## config.mk

```make
export PLATFORM = sky130hd
export DESIGN_NAME = pps_source
export DESIGN_NICKNAME = d
export VERILOG_FILES = /design/src/core/pps_prbs.v /design/src/core/pps_skid.v /design/src/core/pps_source.v
export VERILOG_INCLUDE_DIRS = /design/src /design/src/inc
export SDC_FILE = /design/constraint.sdc
export NUM_CORES = 1
export LEC_CHECK = 0
export ABC_CLOCK_PERIOD_IN_PS = 4600
export BUFFER_PORTS_ARGS = -buffer_cell sky130_fd_sc_hd__buf_2
export CORE_UTILIZATION = 44
export CTS_BUF_LIST = sky130_fd_sc_hd__clkbuf_16
export DETAILED_ROUTE_END_ITERATION = 8
export MAX_ROUTING_LAYER = met4
export PLACE_DENSITY = 0.71
export REMOVE_ABC_BUFFERS = 1
export SYNTH_ARGS = -nofsm -noshare
export SYNTH_HDL_FRONTEND = slang
export SYNTH_SLANG_ARGS = --single-unit
export TNS_END_PERCENT = 50
```

## constraint.sdc

```tcl
create_clock -name clk -period 4.6 [get_ports clk]
set_input_delay 0.69 -clock clk [delete_from_list [all_inputs] [get_ports clk]]
set_output_delay 0.69 -clock clk [all_outputs]
set_load 0.02 [all_outputs]
```

## src/inc/pps_defs.vh

```
`ifndef PPS_DEFS_VH
`define PPS_DEFS_VH

// ----------------------------------------------------------------------------
// Register byte addresses
// ----------------------------------------------------------------------------
`define PPS_ADDR_CTRL      8'h00
`define PPS_ADDR_SEED     8'h04
`define PPS_ADDR_POLY     8'h08
`define PPS_ADDR_STATUS   8'h0C
`define PPS_ADDR_PAT_LEN  8'h10
`define PPS_ADDR_PAT_DATA 8'h14

// ----------------------------------------------------------------------------
// Control fields
// ----------------------------------------------------------------------------
`define PPS_CTRL_ENABLE   0
`define PPS_CTRL_COMBINED 1
`define PPS_CTRL_SOURCE   2
`define PPS_CTRL_COMPL    3
`define PPS_CTRL_INV_LVL  4
`define PPS_CTRL_GRAY     5
`define PPS_CTRL_RESTART  6
`define PPS_CTRL_LEN_LO   8
`define PPS_CTRL_LEN_HI   10
`define PPS_CTRL_RESET    32'h0000_0000

// ----------------------------------------------------------------------------
// Sequence length codes
// ----------------------------------------------------------------------------
`define PPS_LEN_7      3'h0
`define PPS_LEN_9      3'h1
`define PPS_LEN_10     3'h2
`define PPS_LEN_11     3'h3
`define PPS_LEN_15     3'h4
`define PPS_LEN_20     3'h5
`define PPS_LEN_23     3'h6
`define PPS_LEN_31     3'h7

// Feedback taps, bit k set means stage k+1 feeds back.
`define PPS_TAPS_7     32'h0000_0060
`define PPS_TAPS_9     32'h0000_0110
`define PPS_TAPS_10    32'h0000_0240
`define PPS_TAPS_11    32'h0000_0500
`define PPS_TAPS_15    32'h0000_6000
`define PPS_TAPS_20    32'h0008_0004
`define PPS_TAPS_23    32'h0042_0000
`define PPS_TAPS_31    32'h4800_0000
`define PPS_SEED_RESET 32'h7FFF_FFFF

// ----------------------------------------------------------------------------
// Status fields and bus responses
// ----------------------------------------------------------------------------
`define PPS_STAT_LOADING  0
`define PPS_STAT_PAM_OK   1
`define PPS_RESP_OKAY     2'h0
`define PPS_RESP_SLVERR   2'h2

`endif

```

## src/core/pps_prbs.v

```verilog
`timescale 1ns/1ps
`include "pps_defs.vh"
module pps_prbs
(
  input  wire        clk,
  input  wire        rst_n,
  input  wire        ce,
  input  wire        load,
  input  wire        step,
  input  wire [31:0] seed,
  input  wire [31:0] taps,
  output wire        bit_out
);
  reg  [31:0] lfsr_reg;
  wire        fb;

  // Fibonacci register: the parity of the tapped stages shifts in at stage 1.
  assign fb      = ^(lfsr_reg & taps);
  assign bit_out = fb;

  always @(posedge clk or negedge rst_n)
  begin
    if (!rst_n)
      lfsr_reg <= `PPS_SEED_RESET;
    else if (ce)
    begin
      if (load)
        lfsr_reg <= (seed == 32'h0000_0000) ? `PPS_SEED_RESET : seed;
      else if (step)
        lfsr_reg <= {lfsr_reg[30:0], fb};
    end
  end
endmodule

```

## src/core/pps_skid.v

```verilog
`timescale 1ns/1ps
module pps_skid
#(
  parameter WIDTH = 2
)
(
  input  wire             clk,
  input  wire             rst_n,
  input  wire             ce,
  input  wire             in_valid,
  output wire             in_ready,
  input  wire [WIDTH-1:0] in_data,
  output wire             out_valid,
  input  wire             out_ready,
  output wire [WIDTH-1:0] out_data
);
  reg [WIDTH-1:0] mem_reg [0:1];
  reg             wptr_reg;
  reg             rptr_reg;
  reg  [1:0]      cnt_reg;
  wire            push;
  wire            pop;

  assign in_ready  = (cnt_reg != 2'd2);
  assign out_valid = (cnt_reg != 2'd0);
  assign out_data  = mem_reg[rptr_reg];
  assign push      = in_valid & in_ready & ce;
  assign pop       = out_valid & out_ready & ce;

  always @(posedge clk or negedge rst_n)
  begin
    if (!rst_n)
    begin
      wptr_reg   <= 1'b0;
      rptr_reg   <= 1'b0;
      cnt_reg    <= 2'd0;
      mem_reg[0] <= {WIDTH{1'b0}};
      mem_reg[1] <= {WIDTH{1'b0}};
    end
    else
    begin
      if (push)
      begin
        mem_reg[wptr_reg] <= in_data;
        wptr_reg          <= ~wptr_reg;
      end
      if (pop)
        rptr_reg <= ~rptr_reg;
      if (push & ~pop)
        cnt_reg <= cnt_reg + 2'd1;
      else if (pop & ~push)
        cnt_reg <= cnt_reg - 2'd1;
    end
  end
endmodule

```

## src/core/pps_source.v

```verilog
// What this block does
// The four-level symbol mode runs only while two channels are combined; otherwise no symbols.
// Normal polarity sends a one as high level, inverted_level sends a one as low level.
// The pseudo-random source gives a maximal sequence of length 2^n-1, n from the eight sizes.
// The sequence_complement switch inverts the pseudo-random bit stream when on.
// The pseudo-random register starts from a programmable seed so lanes can differ in phase.
// Gray mapping turns 00,01,10,11 into 00,01,11,10; with it off the binary pair passes.
// The stored-pattern source builds the stream from a user pattern loaded into the block.
// Choosing the stored-pattern source starts its load and a loading flag stays up meanwhile.
// A custom tap mask gives any stage count and stored patterns serve as user sequences.
// Two source bits form a symbol, then complement, then polarity, then Gray mapping apply.
`timescale 1ns/1ps
`include "pps_defs.vh"
module pps_source
#(
  parameter PAT_DEPTH = 256,
  parameter PAT_AW    = 8
)
(
  input  wire        clk,
  input  wire        rst_n,
  input  wire        ce,
  input  wire [7:0]  s_axi_awaddr,
  input  wire        s_axi_awvalid,
  output reg         s_axi_awready,
  input  wire [31:0] s_axi_wdata,
  input  wire [3:0]  s_axi_wstrb,
  input  wire        s_axi_wvalid,
  output reg         s_axi_wready,
  output reg  [1:0]  s_axi_bresp,
  output reg         s_axi_bvalid,
  input  wire        s_axi_bready,
  input  wire [7:0]  s_axi_araddr,
  input  wire        s_axi_arvalid,
  output reg         s_axi_arready,
  output reg  [31:0] s_axi_rdata,
  output reg  [1:0]  s_axi_rresp,
  output reg         s_axi_rvalid,
  input  wire        s_axi_rready,
  output reg  [1:0]  sym_data,
  output reg         sym_valid,
  input  wire        sym_ready,
  output reg         loading
);
  // --------------------------------------------------------------------------
  // Register state
  // --------------------------------------------------------------------------
  reg  [31:0]       ctrl_reg;
  reg  [31:0]       seed_reg;
  reg  [31:0]       poly_reg;
  reg  [PAT_AW:0]   pat_len_reg;
  reg  [PAT_AW-1:0] wr_ptr_reg;
  reg               pat_mem [0:PAT_DEPTH-1];
  reg  [31:0]       pat_buf_reg;
  reg  [5:0]        pat_cnt_reg;
  reg               aw_hold_reg;
  reg               w_hold_reg;
  reg  [7:0]        aw_addr_reg;
  reg  [31:0]       w_data_reg;
  reg  [3:0]        w_strb_reg;

  wire        enable   = ctrl_reg[`PPS_CTRL_ENABLE];
  wire        combined = ctrl_reg[`PPS_CTRL_COMBINED];
  wire        src_pat  = ctrl_reg[`PPS_CTRL_SOURCE];
  wire        compl    = ctrl_reg[`PPS_CTRL_COMPL];
  wire        inv_lvl  = ctrl_reg[`PPS_CTRL_INV_LVL];
  wire        gray     = ctrl_reg[`PPS_CTRL_GRAY];
  wire [2:0]  len_sel  = ctrl_reg[`PPS_CTRL_LEN_HI:`PPS_CTRL_LEN_LO];
  wire        pam_ok   = enable & combined;

  function [31:0] merge;
    input [31:0] old;
    input [31:0] val;
    input [3:0]  strb;
    integer k;
    begin
      for (k = 0; k < 4; k = k + 1)
        merge[k*8 +: 8] = strb[k] ? val[k*8 +: 8] : old[k*8 +: 8];
    end
  endfunction

  function [31:0] taps_of;
    input [2:0]  sel;
    input [31:0] custom;
    begin
      if (custom != 32'h0000_0000)
        taps_of = custom;
      else
        case (sel)
          `PPS_LEN_7:  taps_of = `PPS_TAPS_7;
          `PPS_LEN_9:  taps_of = `PPS_TAPS_9;
          `PPS_LEN_10: taps_of = `PPS_TAPS_10;
          `PPS_LEN_11: taps_of = `PPS_TAPS_11;
          `PPS_LEN_15: taps_of = `PPS_TAPS_15;
          `PPS_LEN_20: taps_of = `PPS_TAPS_20;
          `PPS_LEN_23: taps_of = `PPS_TAPS_23;
          default:     taps_of = `PPS_TAPS_31;
        endcase
    end
  endfunction

  // --------------------------------------------------------------------------
  // AXI4-Lite write path
  // --------------------------------------------------------------------------
  wire       do_write  = aw_hold_reg & w_hold_reg & ~s_axi_bvalid;
  wire [7:0] wa        = aw_addr_reg;
  wire [31:0] wv_ctrl  = merge(ctrl_reg, w_data_reg, w_strb_reg);
  wire       start_load = do_write & (wa == `PPS_ADDR_CTRL) &
                          wv_ctrl[`PPS_CTRL_SOURCE] & ~src_pat;
  wire       pat_wr    = do_write & (wa == `PPS_ADDR_PAT_DATA) & loading;
  wire       restart;

  always @(posedge clk or negedge rst_n)
  begin
    if (!rst_n)
    begin
      s_axi_awready <= 1'b0;
      s_axi_wready  <= 1'b0;
      s_axi_bvalid  <= 1'b0;
      s_axi_bresp   <= `PPS_RESP_OKAY;
      aw_hold_reg   <= 1'b0;
      w_hold_reg    <= 1'b0;
      aw_addr_reg   <= 8'h00;
      w_data_reg    <= 32'h0000_0000;
      w_strb_reg    <= 4'h0;
      ctrl_reg      <= `PPS_CTRL_RESET;
      seed_reg      <= `PPS_SEED_RESET;
      poly_reg      <= 32'h0000_0000;
      pat_len_reg   <= {(PAT_AW+1){1'b0}};
      loading       <= 1'b0;
      wr_ptr_reg    <= {PAT_AW{1'b0}};
    end
    else if (ce)
    begin
      s_axi_awready <= ~aw_hold_reg & ~s_axi_awready & s_axi_awvalid;
      s_axi_wready  <= ~w_hold_reg & ~s_axi_wready & s_axi_wvalid;
      if (s_axi_awvalid & s_axi_awready)
      begin
        aw_hold_reg <= 1'b1;
        aw_addr_reg <= s_axi_awaddr;
      end
      if (s_axi_wvalid & s_axi_wready)
      begin
        w_hold_reg <= 1'b1;
        w_data_reg <= s_axi_wdata;
        w_strb_reg <= s_axi_wstrb;
      end
      if (s_axi_bvalid & s_axi_bready)
        s_axi_bvalid <= 1'b0;
      if (do_write)
      begin
        aw_hold_reg  <= 1'b0;
        w_hold_reg   <= 1'b0;
        s_axi_bvalid <= 1'b1;
        s_axi_bresp  <= `PPS_RESP_OKAY;
        case (wa)
          `PPS_ADDR_CTRL:     ctrl_reg <= wv_ctrl;
          `PPS_ADDR_SEED:     seed_reg <= merge(seed_reg, w_data_reg, w_strb_reg);
          `PPS_ADDR_POLY:     poly_reg <= merge(poly_reg, w_data_reg, w_strb_reg);
          `PPS_ADDR_PAT_LEN:  pat_len_reg <= w_data_reg[PAT_AW:0];
          `PPS_ADDR_PAT_DATA: ;
          default:            s_axi_bresp <= `PPS_RESP_SLVERR;
        endcase
      end
      // Loading begins when the stored source is chosen and ends after the last bit lands.
      if (start_load)
      begin
        loading    <= 1'b1;
        wr_ptr_reg <= {PAT_AW{1'b0}};
      end
      else if (pat_wr)
      begin
        wr_ptr_reg <= wr_ptr_reg + 1'b1;
        if ({1'b0, wr_ptr_reg} + 1'b1 >= pat_len_reg)
          loading <= 1'b0;
      end
      else if (loading & ~src_pat)
        loading <= 1'b0;
    end
  end

  // One stored-pattern bit per data write keeps the memory a plain bit array.
  always @(posedge clk)
  begin
    if (ce & pat_wr)
      pat_mem[wr_ptr_reg] <= w_data_reg[0];
  end

  // --------------------------------------------------------------------------
  // AXI4-Lite read path
  // --------------------------------------------------------------------------
  always @(posedge clk or negedge rst_n)
  begin
    if (!rst_n)
    begin
      s_axi_arready <= 1'b0;
      s_axi_rvalid  <= 1'b0;
      s_axi_rdata   <= 32'h0000_0000;
      s_axi_rresp   <= `PPS_RESP_OKAY;
    end
    else if (ce)
    begin
      s_axi_arready <= ~s_axi_arready & ~s_axi_rvalid & s_axi_arvalid;
      if (s_axi_rvalid & s_axi_rready)
        s_axi_rvalid <= 1'b0;
      if (s_axi_arvalid & s_axi_arready)
      begin
        s_axi_rvalid <= 1'b1;
        s_axi_rresp  <= `PPS_RESP_OKAY;
        case (s_axi_araddr)
          `PPS_ADDR_CTRL:    s_axi_rdata <= ctrl_reg;
          `PPS_ADDR_SEED:    s_axi_rdata <= seed_reg;
          `PPS_ADDR_POLY:    s_axi_rdata <= poly_reg;
          `PPS_ADDR_STATUS:  s_axi_rdata <= {30'h0, pam_ok, loading};
          `PPS_ADDR_PAT_LEN: s_axi_rdata <= {{(31-PAT_AW){1'b0}}, pat_len_reg};
          default:
          begin
            s_axi_rdata <= 32'h0000_0000;
            s_axi_rresp <= `PPS_RESP_SLVERR;
          end
        endcase
      end
    end
  end

  // --------------------------------------------------------------------------
  // Bit source and symbol builder
  // --------------------------------------------------------------------------
  reg  [PAT_AW-1:0] rd_ptr_reg;
  reg               half_reg;
  reg               first_reg;
  wire              prbs_bit;
  wire              fifo_ready;
  wire              fifo_valid;
  wire [1:0]        fifo_data;
  wire              run      = pam_ok & ~loading &
                               (~src_pat | (pat_len_reg != {(PAT_AW+1){1'b0}}));
  wire              take_bit = run & (~half_reg | fifo_ready);
  wire              src_bit  = src_pat ? pat_mem[rd_ptr_reg] : (prbs_bit ^ compl);
  wire              lvl_bit  = src_bit ^ inv_lvl;
  wire [1:0]        pair     = {first_reg, lvl_bit};
  wire [1:0]        mapped   = gray ? {pair[1], pair[1] ^ pair[0]} : pair;
  wire              push     = take_bit & half_reg;

  // Any write to the control or seed register reloads the seed so lanes restart in phase.
  assign restart = do_write & ((wa == `PPS_ADDR_CTRL) | (wa == `PPS_ADDR_SEED));

  pps_prbs u_prbs
  (
    .clk     (clk),
    .rst_n   (rst_n),
    .ce      (ce),
    .load    (restart),
    .step    (take_bit & ~src_pat),
    .seed    (seed_reg),
    .taps    (taps_of(len_sel, poly_reg)),
    .bit_out (prbs_bit)
  );

  always @(posedge clk or negedge rst_n)
  begin
    if (!rst_n)
    begin
      rd_ptr_reg <= {PAT_AW{1'b0}};
      half_reg   <= 1'b0;
      first_reg  <= 1'b0;
    end
    else if (ce)
    begin
      if (restart | ~run)
      begin
        rd_ptr_reg <= {PAT_AW{1'b0}};
        half_reg   <= 1'b0;
      end
      else if (take_bit)
      begin
        half_reg  <= ~half_reg;
        first_reg <= lvl_bit;
        if (src_pat)
          rd_ptr_reg <= ({1'b0, rd_ptr_reg} + 1'b1 >= pat_len_reg) ?
                        {PAT_AW{1'b0}} : rd_ptr_reg + 1'b1;
      end
    end
  end

  // The buffer absorbs one stall cycle so no symbol is lost behind the output stage.
  pps_skid #(.WIDTH(2)) u_skid
  (
    .clk       (clk),
    .rst_n     (rst_n),
    .ce        (ce),
    .in_valid  (push),
    .in_ready  (fifo_ready),
    .in_data   (mapped),
    .out_valid (fifo_valid),
    .out_ready (~sym_valid | sym_ready),
    .out_data  (fifo_data)
  );

  always @(posedge clk or negedge rst_n)
  begin
    if (!rst_n)
    begin
      sym_valid <= 1'b0;
      sym_data  <= 2'b00;
    end
    else if (ce & (~sym_valid | sym_ready))
    begin
      sym_valid <= fifo_valid & pam_ok;
      sym_data  <= fifo_data;
    end
  end
endmodule

```

==> impl_metrics.yaml, run 1 <==
yosys:
  yosysWarnings: 0
  synth_top_cell_area_share_pct: 33.0
  synth_area_sq_um: 23300
  async_flop_share_pct: 49.6
  yosys.area.top_type: "edfxtp_1"
  synth.avg_cell_area_sq_um: 12.5
  ys_seq_area_share_pct: 60.4
  synth_seq_cells: 508
  yosys-top-cells-area: "edfxtp_1, dfrtp_1, mux2_2"
  yosysUniqueCellTypes: 70
  synth-edff-count: 256
  ys.flop_type: "edfxtp_1"
  synth_cells: 1867
detailed_routing:
  wl_microns: 56700
  routed-via-count: 15500
  firstDrtPassIters: 6
  drt-wirelength-per-cell_microns: 21.3
  routed_via_density: 5.82
  drtIter0Drc: 1358
  postRouteAntennaNets: 0
  drc: 0
worst_setup_path:
  path_buf_inv: 1
  end_kind: "flip-flop"
  required_ns: 5.08
  r2r_setup_slack_ns: 0.87
  crit_path_top_delay_cell: "dfrtp_4"
  worstSetupStartpointType: "flip-flop"
  rr_startpoint: "rd_ptr_reg[0]"
  r2r.worst_path.cells: 10
  critical-path-max-stage-delay_ns: 0.87
  path_delay_family: "compound AO/OA/AOI/OAI gates"
  path_max_fanout: 33
  path_cells: "buf_4 -> mux4_2 -> a22o_1 -> o21ai_0 -> o21ai_0 -> a2111oi_0 -> a21oi_1 -> nand3_1 -> a31oi_1 -> o31ai_1"
  cp_common_cell: "o21ai_0"
  reg2reg_to: "u_skid.mem_reg[2]"
  crit_type: "reg -> reg"
  cp.arrival_ns: 4.21
global_route:
  grt_pass1_vias: 15600
  grt_pass1_wl_microns: 87900
  grt_max_degree: 195
  grt_overflow: 0
  grt_use_total_pct: 21.7
  antenna_found_initial: 2
clocking:
  post_cts_buffers: 0
  clkTransAtPathRegs_ns: 0.06
  insertion_delay_ns: 0.60
  root_buffer: "clkbuf_16"
  cts_tree: "yes"
  cts_hold_buffers: 0
  cts-resized-gates: 0
  numCtsBuffers: 54
  htree_levels: 2
  cts.sinks: 508
  clock_path_buffers: 3
timing:
  setup_ws_ns: 0.871
  min_period_over_period_pct: 81.1
  hold_viol_final: 0
  worstMarginPinSlew_ns: 1.17
  setup_viol: 0
  hold_slack_ns: 0.221
  slew_headroom_pct: 22.0
  drv_slew: 0
  timing.fmax_mhz: 268
  grt_setup_unrepaired: "false"
  final.min_clock_period_ns: 3.73
  skew_ns: 0.0244
finish:
  regMostFlops: "pat_mem"
  mostFrequentLayoutCells: "nor2_1, edfxtp_1, dfrtp_1, nand2_1, mux2_2"
  layout_commonest_cell: "nor2_1"
  multi_input_area_sq_um: 8700
  nFillCells: 4453
  stdcell_count: 2664
  nNetsFinal: 2027
  post_route_cells_drive_above_1_share_pct: 24.9
  finalCoreUtilization_pct: 50.4
  largest_reg_flops: 256
  num_antenna_cells: 0
  seqCellArea_sq_um: 14100
  area_delta_synth_final_pct: 12.1
placement:
  pre_cts_slack_ns: 0.949
  place_congestion: 0.866
  io_buffers: 103
  hpwl_microns: 35700
  dp_cells: 2566
power_and_ir_drop:
  ir_drop_uv: 346
  p_per_area_nw_per_um2: 427
  p_leak_nw: 9.82
  finalPower_mw: 11.2
die:
  core_sq_um: 51800
  die_h_microns: 232
  initial_core_util_pct: 45.0
  top_level_ports: 106
  die-area_sq_um: 53900
  rows: 83
  die_w_microns: 232
min_path:
  hp-class: "in -> async"
run:
  maxCapViolations: 0
status:
  status: "finished clean"
[metrics by stage]
stage	cell area, sq um	TNS, ns
final	26100	0
after global routing	26100	0
after CTS	26100	0
after detailed placement	24500	0
after global placement	24500	0
after floorplan	22900	-7.12
[worst max-delay path by stage]
stage	startpoint	endpoint	slack, ns	cells after the start
finish	rd_ptr_reg[0]	u_skid.mem_reg[2]	0.87	10
global route	rd_ptr_reg[0]	u_skid.mem_reg[2]	0.60	10
CTS	rd_ptr_reg[0]	u_skid.mem_reg[2]	0.89	10
detailed placement	rd_ptr_reg[0]	u_skid.mem_reg[2]	0.95	10
global placement	rd_ptr_reg[0]	u_skid.mem_reg[0]	0.93	10
floorplan	rd_ptr_reg[0]	rd_ptr_reg[0]	-0.79	12
[cell families (layout without fill, tap and decap cells)]
kind of cell / after synthesis / count (layout) / share of synthesized area [%]
compound gates: 260 / 260 / 7.26
xor+xnor: 33 / 33 / 1.49
buf+inv: 140 / 256 / 2.44
flops: 508 / 508 / 60.4
mux: 271 / 271 / 15.6
other cells: 1 / 2 / 0.0161
fa+ha+maj: 24 / 24 / 1.29
simple gates: 630 / 630 / 11.5
[cells in the mapped netlist (18+ instances only)]
| cell type | n |
|---|---|
| dfstp_2 | 62 |
| mux2i_1 | 57 |
| inv_1 | 30 |
| mux4_2 | 58 |
| nor2_1 | 317 |
| a21oi_1 | 34 |
| o22ai_1 | 33 |
| nand3_1 | 24 |
| nor4_1 | 18 |
| mux2_2 | 156 |
| o21ai_0 | 79 |
| edfxtp_1 | 256 |
| ha_1 | 24 |
| clkbuf_1 | 87 |
| dfrtp_1 | 190 |
| xnor2_1 | 20 |
| o31ai_1 | 25 |
| nand2_1 | 183 |
[per-layer routing]
metal | GRT usage, % | routed length (microns) | part of all wire [%]
met4 | 6.35 | 1310 | 2.3
met3 | 3.38 | 3870 | 6.8
met1 | 27.4 | 23200 | 41
met5 | - | 0 | 0
met2 | 36.2 | 28400 | 50
[final cells by class]
cell class,instances,area share (%)
Sequential cell,508,53.9
Multi-Input combinational cell,1220,33.3
Clock buffer,55,5.27
Tap cell,680,3.26
Timing Repair Buffer,127,2.84
Clock inverter,43,1.02
Inverter,31,0.445
[power breakdown]
part	internal (mW)	switching, mW
combinational	0.464	0.646
clock	2.28	1.76
sequential	5.52	0.487
Power figures use the tool's default switching activity.
==> run 2, diff against run 1 <==
--- a/config.mk
+++ b/config.mk
@@ -6,13 +6,13 @@
 export SDC_FILE = /design/constraint.sdc
 export NUM_CORES = 1
 export LEC_CHECK = 0
-export ABC_CLOCK_PERIOD_IN_PS = 4600
+export ABC_CLOCK_PERIOD_IN_PS = 3400
 export BUFFER_PORTS_ARGS = -buffer_cell sky130_fd_sc_hd__buf_2
 export CORE_UTILIZATION = 44
 export CTS_BUF_LIST = sky130_fd_sc_hd__clkbuf_16
 export DETAILED_ROUTE_END_ITERATION = 8
 export MAX_ROUTING_LAYER = met4
-export PLACE_DENSITY = 0.71
+export PLACE_DENSITY = 0.74
 export REMOVE_ABC_BUFFERS = 1
 export SYNTH_ARGS = -nofsm -noshare
 export SYNTH_HDL_FRONTEND = slang
==> constraint.sdc (replaced) <==
create_clock -name clk -period 3.4 [get_ports clk]
set_input_delay 0.51 -clock clk [delete_from_list [all_inputs] [get_ports clk]]
set_output_delay 0.51 -clock clk [all_outputs]
set_load 0.02 [all_outputs]
==> impl_metrics.yaml, run 2 (synthesis results as in run 1) <==
status:
  status: "finished clean"
global_route:
  grt_max_degree: 112
  grt_pass1_wl_microns: 88900
  antenna_found_initial: 1
  grt_overflow: 0
  grt_pass1_vias: 16000
  grt_use_total_pct: 22.0
finish:
  mostFrequentLayoutCells: "nor2_1, edfxtp_1, dfrtp_1, nand2_1, mux2_2"
  stdcell_area_sq_um: 26700
  nNetsFinal: 2083
  finalCoreUtilization_pct: 51.5
  stdcell_count: 2720
  regMostFlops: "pat_mem"
  area_delta_synth_final_pct: 14.5
  layout_commonest_cell: "nor2_1"
  largest_reg_flops: 256
  post_route_cells_drive_above_1_share_pct: 27.5
detailed_routing:
  wl_microns: 57100
  drtIter0Drc: 1464
  drt-wirelength-per-cell_microns: 21.0
  routed_via_density: 5.79
  postRouteAntennaNets: 0
  routed-via-count: 15700
  drc: 0
  firstDrtPassIters: 6
placement:
  hpwl_microns: 37500
  dp_cells: 2615
  io_buffers: 103
  placed_cell_area_sq_um: 24900
  place_congestion: 0.893
die:
  die-area_sq_um: 53900
  rows: 83
  top_level_ports: 106
  die_w_microns: 232
  core_sq_um: 51800
  initial_core_util_pct: 45.0
  die_h_microns: 232
clocking:
  cts.sinks: 508
  numCtsBuffers: 53
  clkTransAtPathRegs_ns: 0.06
  cts_tree: "yes"
  root_buffer: "clkbuf_16"
  insertion_delay_ns: 0.61
  clock_path_buffers: 3
  htree_levels: 2
power_and_ir_drop:
  p_per_area_nw_per_um2: 572
  ir_drop_uv: 404
  p_leak_nw: 10.1
timing:
  timing.fmax_mhz: 295
  skew_ns: 0.0255
  min_period_over_period_pct: 99.9
  hold_viol_final: 0
  final.min_clock_period_ns: 3.40
  hold_slack_ns: 0.133
  drv_slew: 0
  slew_headroom_pct: 29.5
  setup_viol: 0
  grt_setup_unrepaired: "true"
  worstMarginPinSlew_ns: 1.06
worst_setup_path:
  worstSetupStartpointType: "flip-flop"
  path_buf_inv: 1
  critical-path-max-stage-delay_ns: 0.59
  path_cells: "nor4_4 -> nand2_1 -> or4_4 -> buf_6 -> o21ai_4 -> xnor3_1 -> xnor3_2 -> nor3b_2 -> o21bai_2 -> and4_1 -> o31ai_2"
  crit_path_top_delay_cell: "or4_4"
  path_delay_family: "simple AND/OR/NAND/NOR gates"
  crit_type: "reg -> reg"
  required_ns: 3.89
  end_kind: "flip-flop"
  cp.arrival_ns: 3.89
  path_max_fanout: 6
min_path:
  hp-class: "in -> reg"
run:
  maxCapViolations: 0
## run 2: final timing paths
check / from / end / slack [ns] / cells past startpoint
max in group asynchronous: rst_n / u_prbs.lfsr_reg[10] / 2.02 / 3
hold / removal: s_axi_wdata[13] / w_data_reg[13] / 0.13 / 2
setup / recovery: poly_reg[2] / u_skid.mem_reg[0] / 0.005 / 11
min in group asynchronous: rst_n / w_data_reg[4] / 0.47 / 2
hold reg to reg: s_axi_rdata[10] / s_axi_rdata[10] / 0.47 / 2
setup reg to reg: poly_reg[2] / u_skid.mem_reg[0] / 0.005 / 11
## run 2: cell type report
type	count	area, sq um
multi-input combinational	1220	8790
clock buffer	53	1330
sequential	508	14100
tap	680	851
timing repair buffer	184	1200
inverter	31	116
clock inverter	43	309
fill	4395	25100
antenna	1	2.50
## run 2: what timing repair did
action / 4_1_cts / 5_1_grt
pin swaps: 0 / 14
endpoints found under the setup margin: 66 / 127
gates resized for setup: 7 / 16
buffers inserted: 0 / 7
hold buffers: 1 / 0
hold endpoints to repair: 53 / 0
## run 2: routing by layer
metal | track usage (%) | share of wire [%]
met2 | 36.8 | 51
met3 | 3.81 | 7.1
met4 | 7.92 | 3.3
met1 | 26.6 | 39
met5 | - | 0
## run 2: where the power goes
part | internal, mW | leakage (nW) | switching, mW | total [mW]
Combinational | 0.706 | 3.78 | 0.917 | 1.62
Clock | 3.13 | 0.873 | 2.38 | 5.50
Sequential | 7.46 | 5.49 | 0.671 | 8.13
Total | 11.3 | 10.1 | 3.97 | 15.3
## run 2: stage by stage
step	setup TNS, ns	total power [mW]	worst slack [ns]
finish	0	15.3	0.00474
global route	-0.391	15.8	-0.148
CTS	-0.0117	15.3	-0.0117
detailed placement	-2.69	9.80	-0.0980
global placement	0	9.68	0.00729
floorplan	-210.52	9.07	-1.99
